## config.mk

```make
export PLATFORM = sky130hd
export DESIGN_NAME = memmap_decoder
export DESIGN_NICKNAME = d
export VERILOG_FILES = /design/src/hw/memmap_pkg.sv /design/src/hw/memmap_decoder.sv
export SDC_FILE = /design/constraint.sdc
export NUM_CORES = 1
export LEC_CHECK = 0
export ABC_AREA = 1
export BUFFER_PORTS_ARGS = -buffer_cell sky130_fd_sc_hd__clkbuf_2
export CORE_ASPECT_RATIO = 0.7
export CORE_UTILIZATION = 53
export CTS_BUF_LIST = sky130_fd_sc_hd__clkbuf_4
export DETAILED_ROUTE_END_ITERATION = 8
export GPL_ROUTABILITY_DRIVEN = 0
export PLACE_DENSITY = 0.8
export RECOVER_POWER = 25
export SLEW_MARGIN = 10
export SYNTH_ARGS = -nofsm -noshare
export SYNTH_HDL_FRONTEND = slang
export SYNTH_SLANG_ARGS = --single-unit
```

## constraint.sdc

```tcl
create_clock -name clk_sys_in -period 3.91 [get_ports clk_sys_in]
set_clock_uncertainty 0.2 [all_clocks]
set_input_delay 0.782 -clock clk_sys_in [delete_from_list [all_inputs] [get_ports clk_sys_in]]
set_output_delay 0.782 -clock clk_sys_in [all_outputs]
set_load 0.02 [all_outputs]
```

## src/hw/memmap_pkg.sv

```systemverilog
package memmap_pkg;

  // ==========================================================
  // Address map
  localparam int          ADDR_W       = 24;
  localparam int          PAGE_W       = 8;
  localparam int          OFFS_W       = 16;
  localparam int          EXT_ADDR_W   = 22;
  localparam int          IO_ADDR_W    = 18;
  localparam int          IO_OFFS_W    = 10;
  localparam int          ROM_W        = 10;
  localparam int          NUM_BANKS    = 4;
  localparam logic [7:0]  PAGE_SRAM    = 8'h00;
  localparam logic [7:0]  PAGE_BOOT    = 8'hFF;
  localparam logic [7:0]  IO_PAGE_LAST_INT = 8'h07;
  localparam logic [15:0] ROM_LIMIT    = 16'h0400;

  // ==========================================================
  // Reset bank boundaries: first page of banks 1..3
  localparam logic [7:0]  BANK1_START_RST = 8'h40;
  localparam logic [7:0]  BANK2_START_RST = 8'h80;
  localparam logic [7:0]  BANK3_START_RST = 8'hC0;
  localparam logic [3:0]  WAIT_RST        = 4'hF;

  // ==========================================================
  // Register port map (word offsets)
  localparam logic [3:0]  REG_PORT_CFG  = 4'h0;
  localparam logic [3:0]  REG_BANK_BND  = 4'h1;
  localparam logic [3:0]  REG_BANK_WAIT = 4'h2;
  localparam logic [3:0]  REG_FLAG_OUT  = 4'h3;
  localparam logic [3:0]  REG_FLAG_OE   = 4'h4;
  localparam logic [3:0]  REG_FLAG_IN   = 4'h5;
  localparam logic [3:0]  REG_STATUS    = 4'h6;
  localparam int          CFG_WIDE_BIT  = 0;
  localparam int          CFG_PACK24_BIT = 1;

  // Requesters, index is priority (0 highest)
  localparam int          NUM_REQ  = 3;
  localparam int          REQ_DMA  = 0;
  localparam int          REQ_DM   = 1;
  localparam int          REQ_PM   = 2;

  typedef enum logic [1:0] {
    TGT_SRAM,
    TGT_ROM,
    TGT_EXT,
    TGT_IO
  } target_e;

  typedef struct packed {
    logic        valid;
    logic        write;
    logic        io;
    logic [23:0] addr;
    logic [23:0] wdata;
  } req_s;

  typedef struct packed {
    logic        done;
    logic [23:0] rdata;
  } rsp_s;

  typedef struct packed {
    logic        sram;
    logic        rom;
    logic        iocfg;
    logic        write;
    logic [15:0] addr;
    logic [23:0] wdata;
  } int_req_s;

endpackage : memmap_pkg

```

## src/hw/memmap_decoder.sv

```systemverilog
`timescale 1ns/1ps
module memmap_decoder
  import memmap_pkg::*;
#(
  parameter int WAIT_W = 4
) (
  // Clock and reset
  input  wire logic                  clk_sys_in,
  input  wire logic                  rst_b_in,
  // Requesters
  input  wire req_s [NUM_REQ-1:0]    req_in,
  input  wire logic [7:0]            io_page_value_in,
  input  wire logic                  boot_ext_in,
  output logic      [NUM_REQ-1:0]    grant_out,
  output rsp_s      [NUM_REQ-1:0]    rsp_out,
  // Internal targets
  output int_req_s                   int_req_out,
  input  wire logic [23:0]           int_rdata_in,
  // External port
  output logic [EXT_ADDR_W-1:0]      ext_addr_out,
  input  wire logic [15:0]           ext_data_in,
  output logic [15:0]                ext_data_out,
  output logic [15:0]                ext_data_oe_out,
  output logic [NUM_BANKS-1:0]       bank_select_n_out,
  output logic                       io_space_select_n_out,
  output logic                       boot_space_select_n_out,
  output logic                       ext_rd_n_out,
  output logic                       ext_wr_n_out,
  output logic [7:0]                 flag_in_out,
  // Register port
  input  wire logic [3:0]            reg_addr_in,
  input  wire logic [15:0]           reg_wdata_in,
  input  wire logic                  reg_wr_in,
  input  wire logic                  reg_rd_in,
  output logic [15:0]                reg_rdata_out
);

  // ==========================================================
  // Configuration registers
  logic [1:0]                    cfg_q;
  logic [NUM_BANKS-2:0][7:0]     bnd_q;
  logic [NUM_BANKS-1:0][WAIT_W-1:0] wait_q;
  logic [7:0]                    flag_o_q;
  logic [7:0]                    flag_oe_q;

  always_ff @(posedge clk_sys_in) begin
    if (!rst_b_in) begin
      cfg_q  <= 2'h0;
      bnd_q  <= {BANK3_START_RST, BANK2_START_RST, BANK1_START_RST};
      wait_q <= {NUM_BANKS{WAIT_RST[WAIT_W-1:0]}};
    end else if (reg_wr_in) begin
      case (reg_addr_in)
        REG_PORT_CFG:  cfg_q <= reg_wdata_in[1:0];
        REG_BANK_BND:  bnd_q[0] <= reg_wdata_in[7:0];
        REG_BANK_WAIT: wait_q <= reg_wdata_in[NUM_BANKS*WAIT_W-1:0];
        default: begin
        end
      endcase
      // Bank 2 start shares one 16-bit word with bank 1 start
      if (reg_addr_in == REG_BANK_BND) begin
        bnd_q[1] <= reg_wdata_in[15:8];
      end
      // Bank 3 start shares the flag-out word, upper byte
      if (reg_addr_in == REG_FLAG_OUT) begin
        bnd_q[2] <= reg_wdata_in[15:8];
      end
    end
  end

  // Spare upper data lines as flags in 8-bit mode
  always_ff @(posedge clk_sys_in) begin
    if (!rst_b_in) begin
      flag_o_q  <= 8'h00;
      flag_oe_q <= 8'h00;
    end else if (reg_wr_in) begin
      if (reg_addr_in == REG_FLAG_OUT) begin
        flag_o_q <= reg_wdata_in[7:0];
      end
      if (reg_addr_in == REG_FLAG_OE) begin
        flag_oe_q <= reg_wdata_in[7:0];
      end
    end
  end

  // ==========================================================
  // Arbiter and transfer sequencer
  typedef enum logic [1:0] {
    ST_IDLE,
    ST_EXT,
    ST_LAST,
    ST_DONE
  } state_e;

  state_e                      state_q;
  logic [1:0]                  who_q;
  req_s                        cur_q;
  logic [1:0]                  beat_q;
  logic [1:0]                  beats_q;
  logic [WAIT_W-1:0]           wcnt_q;
  logic [23:0]                 asm_q;
  logic [1:0]                  sel_kind_q;
  logic [1:0]                  bank_q;
  logic                        smp_q;
  logic [1:0]                  smp_beat_q;

  logic [1:0]                  pick;
  logic                        any_req;
  always_comb begin
    pick    = 2'd0;
    any_req = 1'b0;
    for (int i = NUM_REQ - 1; i >= 0; i--) begin
      // Skip a requester whose grant is in flight: it drops valid a cycle late
      if (req_in[i].valid && !grant_out[i]) begin
        pick    = 2'(i);
        any_req = 1'b1;
      end
    end
  end

  req_s       sel;
  logic [7:0] pg;
  target_e    tgt;
  logic [1:0] bank;
  logic [EXT_ADDR_W-1:0] phys;
  assign sel = req_in[pick];
  assign pg  = sel.addr[23:16];

  always_comb begin
    if (sel.io) begin
      tgt = (sel.addr[17:10] <= IO_PAGE_LAST_INT) ? TGT_IO : TGT_EXT;
    end else if (pg == PAGE_SRAM) begin
      tgt = TGT_SRAM;
    end else if (pg == PAGE_BOOT && sel.addr[15:0] < ROM_LIMIT && !boot_ext_in) begin
      tgt = TGT_ROM;
    end else begin
      tgt = TGT_EXT;
    end
    if (pg >= bnd_q[2])        bank = 2'd3;
    else if (pg >= bnd_q[1])   bank = 2'd2;
    else if (pg >= bnd_q[0])   bank = 2'd1;
    else                       bank = 2'd0;
    phys = sel.io ? EXT_ADDR_W'({io_page_value_in, sel.addr[9:0]})
                  : sel.addr[EXT_ADDR_W-1:0];
  end

  logic       ext_go;
  assign ext_go = (state_q == ST_IDLE) && any_req && (tgt == TGT_EXT);

  always_ff @(posedge clk_sys_in) begin
    if (!rst_b_in) begin
      state_q    <= ST_IDLE;
      who_q      <= 2'd0;
      cur_q      <= '0;
      beat_q     <= 2'd0;
      beats_q    <= 2'd0;
      wcnt_q     <= '0;
      asm_q      <= 24'h000000;
      sel_kind_q <= 2'd0;
      bank_q     <= 2'd0;
      smp_q      <= 1'b0;
      smp_beat_q <= 2'd0;
    end else begin
      // Pins lag the sequencer by one flop, so data is taken a cycle later
      smp_q      <= (state_q == ST_EXT) && (wcnt_q == '0);
      smp_beat_q <= beat_q;
      if (smp_q) begin
        if (cfg_q[CFG_WIDE_BIT]) begin
          asm_q <= smp_beat_q == 2'd0 ? {8'h00, ext_data_in}
                                      : {ext_data_in[7:0], asm_q[15:0]};
        end else begin
          asm_q[8*smp_beat_q +: 8] <= ext_data_in[7:0];
        end
      end
      case (state_q)
        ST_IDLE: begin
          if (ext_go) begin
            state_q <= ST_EXT;
            who_q   <= pick;
            cur_q   <= sel;
            cur_q.addr <= 24'(phys);
            beat_q  <= 2'd0;
            // Last beat index (beats minus one) from width and word size
            beats_q <= cfg_q[CFG_WIDE_BIT] ? (cfg_q[CFG_PACK24_BIT] ? 2'd1 : 2'd0)
                                           : (cfg_q[CFG_PACK24_BIT] ? 2'd2 : 2'd1);
            wcnt_q  <= wait_q[bank];
            asm_q   <= 24'h000000;
            sel_kind_q <= sel.io ? 2'd1 : (pg == PAGE_BOOT ? 2'd2 : 2'd0);
            bank_q  <= bank;
          end
        end
        ST_EXT: begin
          if (wcnt_q != '0) begin
            wcnt_q <= wcnt_q - 1'b1;
          end else begin
            if (beat_q == beats_q) begin
              state_q <= ST_LAST;
            end else begin
              beat_q <= beat_q + 2'd1;
              wcnt_q <= wait_q[bank_q];
            end
          end
        end
        ST_LAST: state_q <= ST_DONE;
        ST_DONE: state_q <= ST_IDLE;
        default: state_q <= ST_IDLE;
      endcase
    end
  end

  // ==========================================================
  // External pins, all registered
  logic       in_ext;
  logic [4:0] shamt;
  assign in_ext = (state_q == ST_EXT);
  assign shamt  = cfg_q[CFG_WIDE_BIT] ? 5'(beat_q) << 4 : 5'(beat_q) << 3;

  always_ff @(posedge clk_sys_in) begin
    if (!rst_b_in) begin
      ext_addr_out            <= '0;
      ext_data_out            <= 16'h0000;
      ext_data_oe_out         <= 16'h0000;
      bank_select_n_out       <= 4'hF;
      io_space_select_n_out   <= 1'b1;
      boot_space_select_n_out <= 1'b1;
      ext_rd_n_out            <= 1'b1;
      ext_wr_n_out            <= 1'b1;
      flag_in_out             <= 8'h00;
    end else begin
      ext_addr_out <= cur_q.addr[EXT_ADDR_W-1:0] + EXT_ADDR_W'(beat_q);
      ext_data_out[7:0] <= 8'(cur_q.wdata >> shamt);
      ext_data_out[15:8] <= cfg_q[CFG_WIDE_BIT] ? 8'(cur_q.wdata >> (shamt + 5'd8))
                                                : flag_o_q;
      ext_data_oe_out[7:0]  <= {8{in_ext && cur_q.write}};
      ext_data_oe_out[15:8] <= cfg_q[CFG_WIDE_BIT] ? {8{in_ext && cur_q.write}}
                                                   : flag_oe_q;
      bank_select_n_out     <= ~(4'(in_ext && sel_kind_q == 2'd0) << bank_q);
      io_space_select_n_out <= ~(in_ext && sel_kind_q == 2'd1);
      boot_space_select_n_out <= ~(in_ext && sel_kind_q == 2'd2);
      ext_rd_n_out <= ~(in_ext && !cur_q.write);
      ext_wr_n_out <= ~(in_ext && cur_q.write);
      flag_in_out  <= cfg_q[CFG_WIDE_BIT] ? 8'h00 : ext_data_in[15:8];
    end
  end

  // ==========================================================
  // Internal path: one-cycle request strobe, no done or read data back, no external cycle
  logic int_go;
  assign int_go = (state_q == ST_IDLE) && any_req && (tgt != TGT_EXT);

  always_ff @(posedge clk_sys_in) begin
    if (!rst_b_in) begin
      int_req_out <= '0;
      grant_out   <= '0;
      rsp_out     <= '0;
    end else begin
      int_req_out.sram  <= int_go && tgt == TGT_SRAM;
      int_req_out.rom   <= int_go && tgt == TGT_ROM;
      int_req_out.iocfg <= int_go && tgt == TGT_IO;
      int_req_out.write <= sel.write;
      int_req_out.addr  <= sel.addr[15:0];
      int_req_out.wdata <= sel.wdata;
      grant_out <= (int_go || ext_go) ? NUM_REQ'(1) << pick : '0;
      for (int i = 0; i < NUM_REQ; i++) begin
        rsp_out[i].done  <= (state_q == ST_DONE && who_q == 2'(i));
        rsp_out[i].rdata <= asm_q;
      end
    end
  end

  // ==========================================================
  // Register read port
  always_ff @(posedge clk_sys_in) begin
    if (!rst_b_in) begin
      reg_rdata_out <= 16'h0000;
    end else if (reg_rd_in) begin
      case (reg_addr_in)
        REG_PORT_CFG:  reg_rdata_out <= {14'h0000, cfg_q};
        REG_BANK_BND:  reg_rdata_out <= {bnd_q[1], bnd_q[0]};
        REG_BANK_WAIT: reg_rdata_out <= 16'(wait_q);
        REG_FLAG_OUT:  reg_rdata_out <= {bnd_q[2], flag_o_q};
        REG_FLAG_OE:   reg_rdata_out <= {8'h00, flag_oe_q};
        REG_FLAG_IN:   reg_rdata_out <= {8'h00, flag_in_out};
        REG_STATUS:    reg_rdata_out <= {12'h000, bank_q, 1'b0, in_ext};
        default:       reg_rdata_out <= 16'h0000;
      endcase
    end else begin
      reg_rdata_out <= 16'h0000;
    end
  end

endmodule : memmap_decoder

```

==> results of run 1 <==
## worst min path at each step
stage                                   end  slack [ns]  cells past startpoint                  from
floorplan            rsp_out[50]$_SDFF_PN0_        0.21                      2   asm_q[0]$_SDFF_PN0_
global placement     rsp_out[57]$_SDFF_PN0_        0.22                      2   asm_q[7]$_SDFF_PN0_
detailed placement   rsp_out[69]$_SDFF_PN0_        0.22                      2  asm_q[19]$_SDFF_PN0_
CTS                 wait_q[10]$_SDFFE_PN1P_        0.09                      3      reg_wdata_in[10]
global route        wait_q[10]$_SDFFE_PN1P_        0.11                      3      reg_wdata_in[10]
finish              wait_q[10]$_SDFFE_PN1P_        0.12                      3      reg_wdata_in[10]
## layout by cell type (no fill, tap or decap), types with 8 or more instances in the layout
cell,count
nand4_1,9
clkbuf_1,35
nand3_1,103
o32ai_1,8
dfxtp_1,301
o21ai_0,183
o21ai_1,16
nand2_1,313
o22ai_1,31
clkbuf_2,376
nor3_2,9
clkinv_1,17
ha_1,36
a21oi_1,145
o211ai_1,40
nor2_1,152
inv_1,230
clkbuf_4,100
nor3_1,19
buf_4,16
## metrics by stage
| stage | instances | setup slack [ns] |
|---|---|---|
| after floorplan | 1800 | 0.731 |
| after global placement | 2411 | 0.0598 |
| after detailed placement | 2411 | -0.0606 |
| after CTS | 2525 | 0.517 |
| after global routing | 2526 | 0.0951 |
| final | 2527 | 0.430 |
## flip-flops by register name (all words and copies together) (netlist names), 9 cells and up
| signal | flops |
|---|---|
| ext_addr_out | 22 |
| ext_data_oe_out | 9 |
| bnd_q | 24 |
| wait_q | 16 |
| ext_data_out | 16 |
| int_req_out | 44 |
| reg_rdata_out | 16 |
| cur_q | 47 |
| rsp_out | 27 |
| asm_q | 24 |
## routing by layer
layer	global-route usage	share of wire	up-vias
met5	0	0	-
met4	0.112	0.026	0
met3	0.0855	0.11	83
met2	0.460	0.43	723
met1	0.417	0.43	6247
li1	-	-	6616
## area by class of cell
| type | instances | area (µm²) | share of cell area |
|---|---|---|---|
| inverters | 240 | 902 | 0.0564 |
| multi-input cells | 1118 | 5680 | 0.356 |
| clock buffers | 100 | 751 | 0.0470 |
| diodes | 2 | 5.00 | 0.000313 |
| clock inverters | 14 | 80.1 | 0.00501 |
| flip-flops and latches | 301 | 6030 | 0.377 |
| repair buffers | 427 | 2130 | 0.133 |
| well taps | 325 | 407 | 0.0254 |
## cells by family after synthesis
logic type	count (synthesis)	synth area share
fa+ha+maj	37	0.0350
buf+inv	381	0.129
simple gates	628	0.199
flops	301	0.448
compound gates	450	0.186
xor+xnor	3	0.00196
## power groups by stage
stage,registers [mW],clock network [mW],logic (mW)
2_1_floorplan,3.91,0,1.67
3_3_place_gp,3.80,0,2.44
3_5_place_dp,3.80,0,2.52
4_1_cts,3.74,2.49,2.53
5_1_grt,3.80,2.63,2.83
6_report,3.75,2.45,2.56
## worst register-to-register path: stages (launching register included)
cell     delay [ns]
dfxtp_1        0.40
inv_2          0.05
nand2_2        0.08
nand3_4        0.18
inv_2          0.27
nand2_1        0.08
nand2_1        0.13
inv_1          0.18
ha_1           0.35
nand2_1        0.05
nor2_1         0.14
nand4_1        0.10
nand3_1        0.15
inv_1          0.13
nand2_1        0.24
inv_1          0.09
a21oi_1        0.16
o21ai_0        0.13
a21oi_1        0.17
nor2_1         0.07
nor2_1         0.07
==> results.yml, run 1 <==
worst_setup_path:
  slowest_delay_ns: 0.40
  reg2reg_slack_ns: 0.43
  cp_cell_sequence: "inv_2 > nand2_2 > nand3_4 > inv_2 > nand2_1 > nand2_1 > inv_1 > ha_1 > nand2_1 > nor2_1 > nand4_1 > nand3_1 > inv_1 > nand2_1 > inv_1 > a21oi_1 > o21ai_0 > a21oi_1 > nor2_1 > nor2_1"
  r2r-start: "grant_out[1]$_SDFF_PP0_"
  reg2regPathDepth: 20
  worstPathRequired_ns: 4.34
  cp.buffers_inverters: 5
  crit_path_start_kind: "register"
  cp_max_fo: 14
  cp.arrival_ns: 3.91
  cp_slowest_cell: "dfxtp_1"
  crit_start: "grant_out[1]$_SDFF_PP0_"
  critPathKind: "reg -> reg"
  cp_top_family: "simple AND/OR/NAND/NOR gates"
  worstReg2RegEnd: "wcnt_q[0]$_SDFFE_PN0P_"
  path_depth: 20
  crit_path_frequent_cell: "nand2_1"
  crit_path_end: "wcnt_q[0]$_SDFFE_PN0P_"
  endpoint_kind: "register"
power_and_ir_drop:
  seqPwrFrac: 0.428
  cellPowerDensity_nw_per_um2: 548
  p_int_mw: 5.51
  switchingPower_mw: 3.25
  vdd_ir_drop_max_mv: 0.353
  p_sw_frac: 0.371
  combPwrFrac: 0.292
  total_power_mw: 8.76
  clkPwrFrac: 0.280
  leakage_nw: 7.77
placed_design:
  place_area_um2: 15200
  portBuffers: 409
  dp_hpwl_mm: 30.7
clock_tree:
  cts_resized: 0
  clk_latency_ns: 0.72
  cts_sinks: 301
  cts_setup_buffers: 0
  cts_buffer_depth: 3
  htreeDepth: 3
  cts_buffers: 74
  cts-root-buf: "clkbuf_4"
  postCtsHoldBufs: 0
  cts.clk_slew.worst_paths_ns: 0.06
  tritoncts: "done"
synthesis:
  yosys.area.top_type: "dfxtp_1"
  synth_commonest_cells: "nand2_1 (313), dfxtp_1 (301), inv_1 (229)"
  syn_area_per_cell_um2: 7.47
  synthDistinctLibCells: 44
  async_flop_share: 0
  ys_ff_latch: 301
  synth_top_area_frac: 0.448
  synth.most_common_cell: "nand2_1"
  synth_flop_cell: "dfxtp_1"
  yosysWarningCount: 0
  syn-cell-area_um2: 13400
  synth_cells: 1800
  synth.area.top_cells: "dfxtp_1 (45%), nand2_1 (8.7%), o21ai_0 (6.8%)"
  syn_nets: 2063
  synth_edf_count: 0
  yosysSeqAreaShare: 0.448
route:
  totalWireLength_mm: 41.3
  drt_iter0_markers: 1200
  wl_per_cell_um: 16.4
  first_pass_iters: 6
  vias: 13669
  viasPerCell: 5.41
  ant_nets: 0
  drc: 0
timing:
  post-route-min-period_ns: 3.48
  fmax_ghz: 0.287
  finalSetupTns_ns: 0
  min_period_over_period: 0.890
  maxSlewHeadroom: -0.590
  setup_viol: 0
  rsz0062_at_grt: "no"
  final-hold-violation-count: 0
  hold_ws_ns: 0.120
  maxSlewViolCount: 118
  worst_slew_pin_slew_ns: 2.39
run:
  maxCapViolCount: 2
run_status:
  status: "finished, violations left"
  failed_checks: "capacitance limit, slew limit"
floorplanning:
  die_h_um: 135
  dieWidth_um: 192
  start_util: 0.543
  core_um2: 24700
  io_pins: 434
  dieArea_um2: 26000
  std_cell_rows: 48
global_route:
  grt_overflow: 0
  antenna_found_initial: 2
  grt_pass1_wl_mm: 62.2
  grt_pass1_vias: 12208
  grt.total_usage: 0.306
  grt_max_degree: 89
cells_and_area:
  fin_nets: 2425
  final_area_um2: 16000
  fin_util: 0.646
  layout-drive-gt1-share: 0.236
  synthToLayoutAreaGrowth_pct: 18.9
  fillCellCount: 2247
worst_hold_path:
  holdCritPathClass: "in -> reg"
Note: power is estimated with default switching activity, not from simulation.
==> run 2: changes to the inputs <==
Settings changed: CORE_AREA set to 2 2 168 170, CORE_ASPECT_RATIO 0.7 to not set, CORE_UTILIZATION 53 to not set, DIE_AREA set to 0 0 170 172, GPL_TIMING_DRIVEN set to 0, PLACE_DENSITY 0.8 to 0.75.
==> results.yml, run 2 (same netlist as run 1, synthesis figures left out) <==
timing:
  post-route-min-period_ns: 3.45
  min_period_over_period: 0.883
  rsz0062_at_grt: "no"
  hold_ws_ns: 0.114
  worst_slew_pin_slew_ns: 0.941
  final-hold-violation-count: 0
  maxSlewViolCount: 0
  maxSlewHeadroom: 0.367
  setup_viol: 0
  fmax_ghz: 0.290
cells_and_area:
  final_area_um2: 16900
  largest_register_ffs: 47
  layout-drive-gt1-share: 0.250
  final_common_cell: "clkbuf_2"
  reg_top3: "cur_q: 47 flops, int_req_out: 44 flops, rsp_out: 27 flops"
  synthToLayoutAreaGrowth_pct: 25.4
  top_register: "cur_q"
  layout_common_cells: "clkbuf_2 (364), nand2_1 (313), dfxtp_1 (301), inv_1 (230), o21ai_0 (183)"
  fin_nets: 2552
global_route:
  grt.total_usage: 0.297
  grt_overflow: 0
  grt_pass1_wl_mm: 67.4
  grt_pass1_vias: 13054
  antenna_found_initial: 1
  grt_max_degree: 13
route:
  drt_iter0_markers: 1195
  ant_nets: 0
  first_pass_iters: 6
  wl_per_cell_um: 16.8
  vias: 14258
  totalWireLength_mm: 45.1
  drc: 0
  viasPerCell: 5.30
worst_setup_path:
  reg2reg_slack_ns: 0.46
  worstPathRequired_ns: 4.36
  endpoint_kind: "register"
  crit_path_start_kind: "register"
  r2r-start: "grant_out[0]$_SDFF_PP0_"
  critPathKind: "reg -> reg"
  crit_start: "grant_out[0]$_SDFF_PP0_"
  cp_max_fo: 10
  worstReg2RegEnd: "wcnt_q[1]$_SDFFE_PN0P_"
  cp.arrival_ns: 3.91
  crit_path_end: "wcnt_q[1]$_SDFFE_PN0P_"
  reg2regPathDepth: 21
power_and_ir_drop:
  vdd_ir_drop_max_mv: 0.362
  leakage_nw: 8.22
  clkPwrFrac: 0.296
  cellPowerDensity_nw_per_um2: 550
  switchingPower_mw: 3.43
  combPwrFrac: 0.301
  p_sw_frac: 0.370
  seqPwrFrac: 0.403
  p_int_mw: 5.85
floorplanning:
  dieWidth_um: 170
  start_util: 0.489
  std_cell_rows: 61
  dieArea_um2: 29200
  core_um2: 27500
  die_h_um: 172
  io_pins: 434
clock_tree:
  cts_setup_buffers: 0
  cts_resized: 0
  cts_buffer_depth: 3
  cts_buffers: 78
  postCtsHoldBufs: 0
  clk_latency_ns: 0.72
  htreeDepth: 3
  cts-root-buf: "clkbuf_4"
  cts_sinks: 301
  tritoncts: "done"
  cts.clk_slew.worst_paths_ns: 0.07
placed_design:
  place_area_um2: 15900
  portBuffers: 409
  dp_hpwl_mm: 34.9
run:
  maxCapViolCount: 0
run_status:
  status: "finished clean"
worst_hold_path:
  holdCritPathClass: "in -> reg"
## run 2: cell types whose count changed in the layout (fill, tap and decap cells not counted), sizes merged
cell	delta
buf	+68
bufinv	+1
clkbuf	+68
clkinv	+1
clkinvlp	+1
diode	-1
inv	+2
## run 2: power groups by stage
stage | clock (mW) | combinational (mW) | sequential [mW]
final | 2.74 | 2.79 | 3.74
after global routing | 2.95 | 3.08 | 3.78
after CTS | 2.77 | 2.77 | 3.73
after detailed placement | 0 | 2.75 | 3.79
after global placement | 0 | 2.68 | 3.78
after floorplan | 0 | 1.67 | 3.91
## run 2: worst max-delay path, cell delays in order (launching register included)
cell and delay (ns):
dfxtp_1 0.35, inv_1 0.06, nand2_2 0.14, nand3_4 0.15, inv_2 0.13, buf_6 0.15, nand2_1 0.05, nand2_1 0.12
inv_1 0.18, ha_1 0.35, nand2_1 0.05, nor2_1 0.13, nand4_1 0.11, nand3_1 0.16, inv_1 0.12, nand2_1 0.26
inv_1 0.10, a21oi_1 0.13, o21ai_0 0.12, a21oi_1 0.17, nor2_1 0.07, nor2_1 0.10
## run 2: worst min path at each step
stage	cells after the start	end	slack (ns)	startpoint
global route	3	flag_in_out[1]$_SDFF_PP0_	0.11	ext_data_in[9]
floorplan	2	rsp_out[50]$_SDFF_PN0_	0.21	asm_q[0]$_SDFF_PN0_
CTS	3	flag_in_out[5]$_SDFF_PP0_	0.09	ext_data_in[13]
detailed placement	2	rsp_out[52]$_SDFF_PN0_	0.23	asm_q[2]$_SDFF_PN0_
finish	3	flag_in_out[5]$_SDFF_PP0_	0.11	ext_data_in[13]
global placement	2	rsp_out[54]$_SDFF_PN0_	0.22	asm_q[4]$_SDFF_PN0_
## run 2: per-stage QoR
| step | utilization | setup WS [ns] | total power, mW | setup TNS [ns] | cells |
|---|---|---|---|---|---|
| final | 0.614 | 0.456 | 9.28 | 0 | 2688 |
| after global routing | 0.614 | 0.129 | 9.81 | 0 | 2688 |
| after detailed placement | 0.579 | -0.000887 | 6.54 | -0.000887 | 2555 |
| after CTS | 0.616 | 0.505 | 9.28 | 0 | 2687 |
| after floorplan | - | 0.731 | 5.58 | 0 | 1800 |
| after global placement | 0.579 | 0.0821 | 6.47 | 0 | 2555 |
## run 2: routing by layer
metal	vias up	track usage	routed length, µm
li1	6901	-	-
met1	6452	0.382	18700
met2	789	0.491	20900
met3	116	0.0558	4110
met4	0	0.123	1450
met5	-	0	0
## run 2: cell type report
| type | instances | area [µm²] |
|---|---|---|
| Clock buffer | 113 | 848 |
| Multi-Input combinational cell | 1118 | 5680 |
| Clock inverter | 19 | 145 |
| Timing Repair Buffer | 409 | 1990 |
| Fill cell | 2551 | 10600 |
| Tap cell | 346 | 433 |
| Buffer | 141 | 831 |
| Sequential cell | 301 | 6030 |
| Antenna cell | 1 | 2.50 |
| Inverter | 240 | 901 |
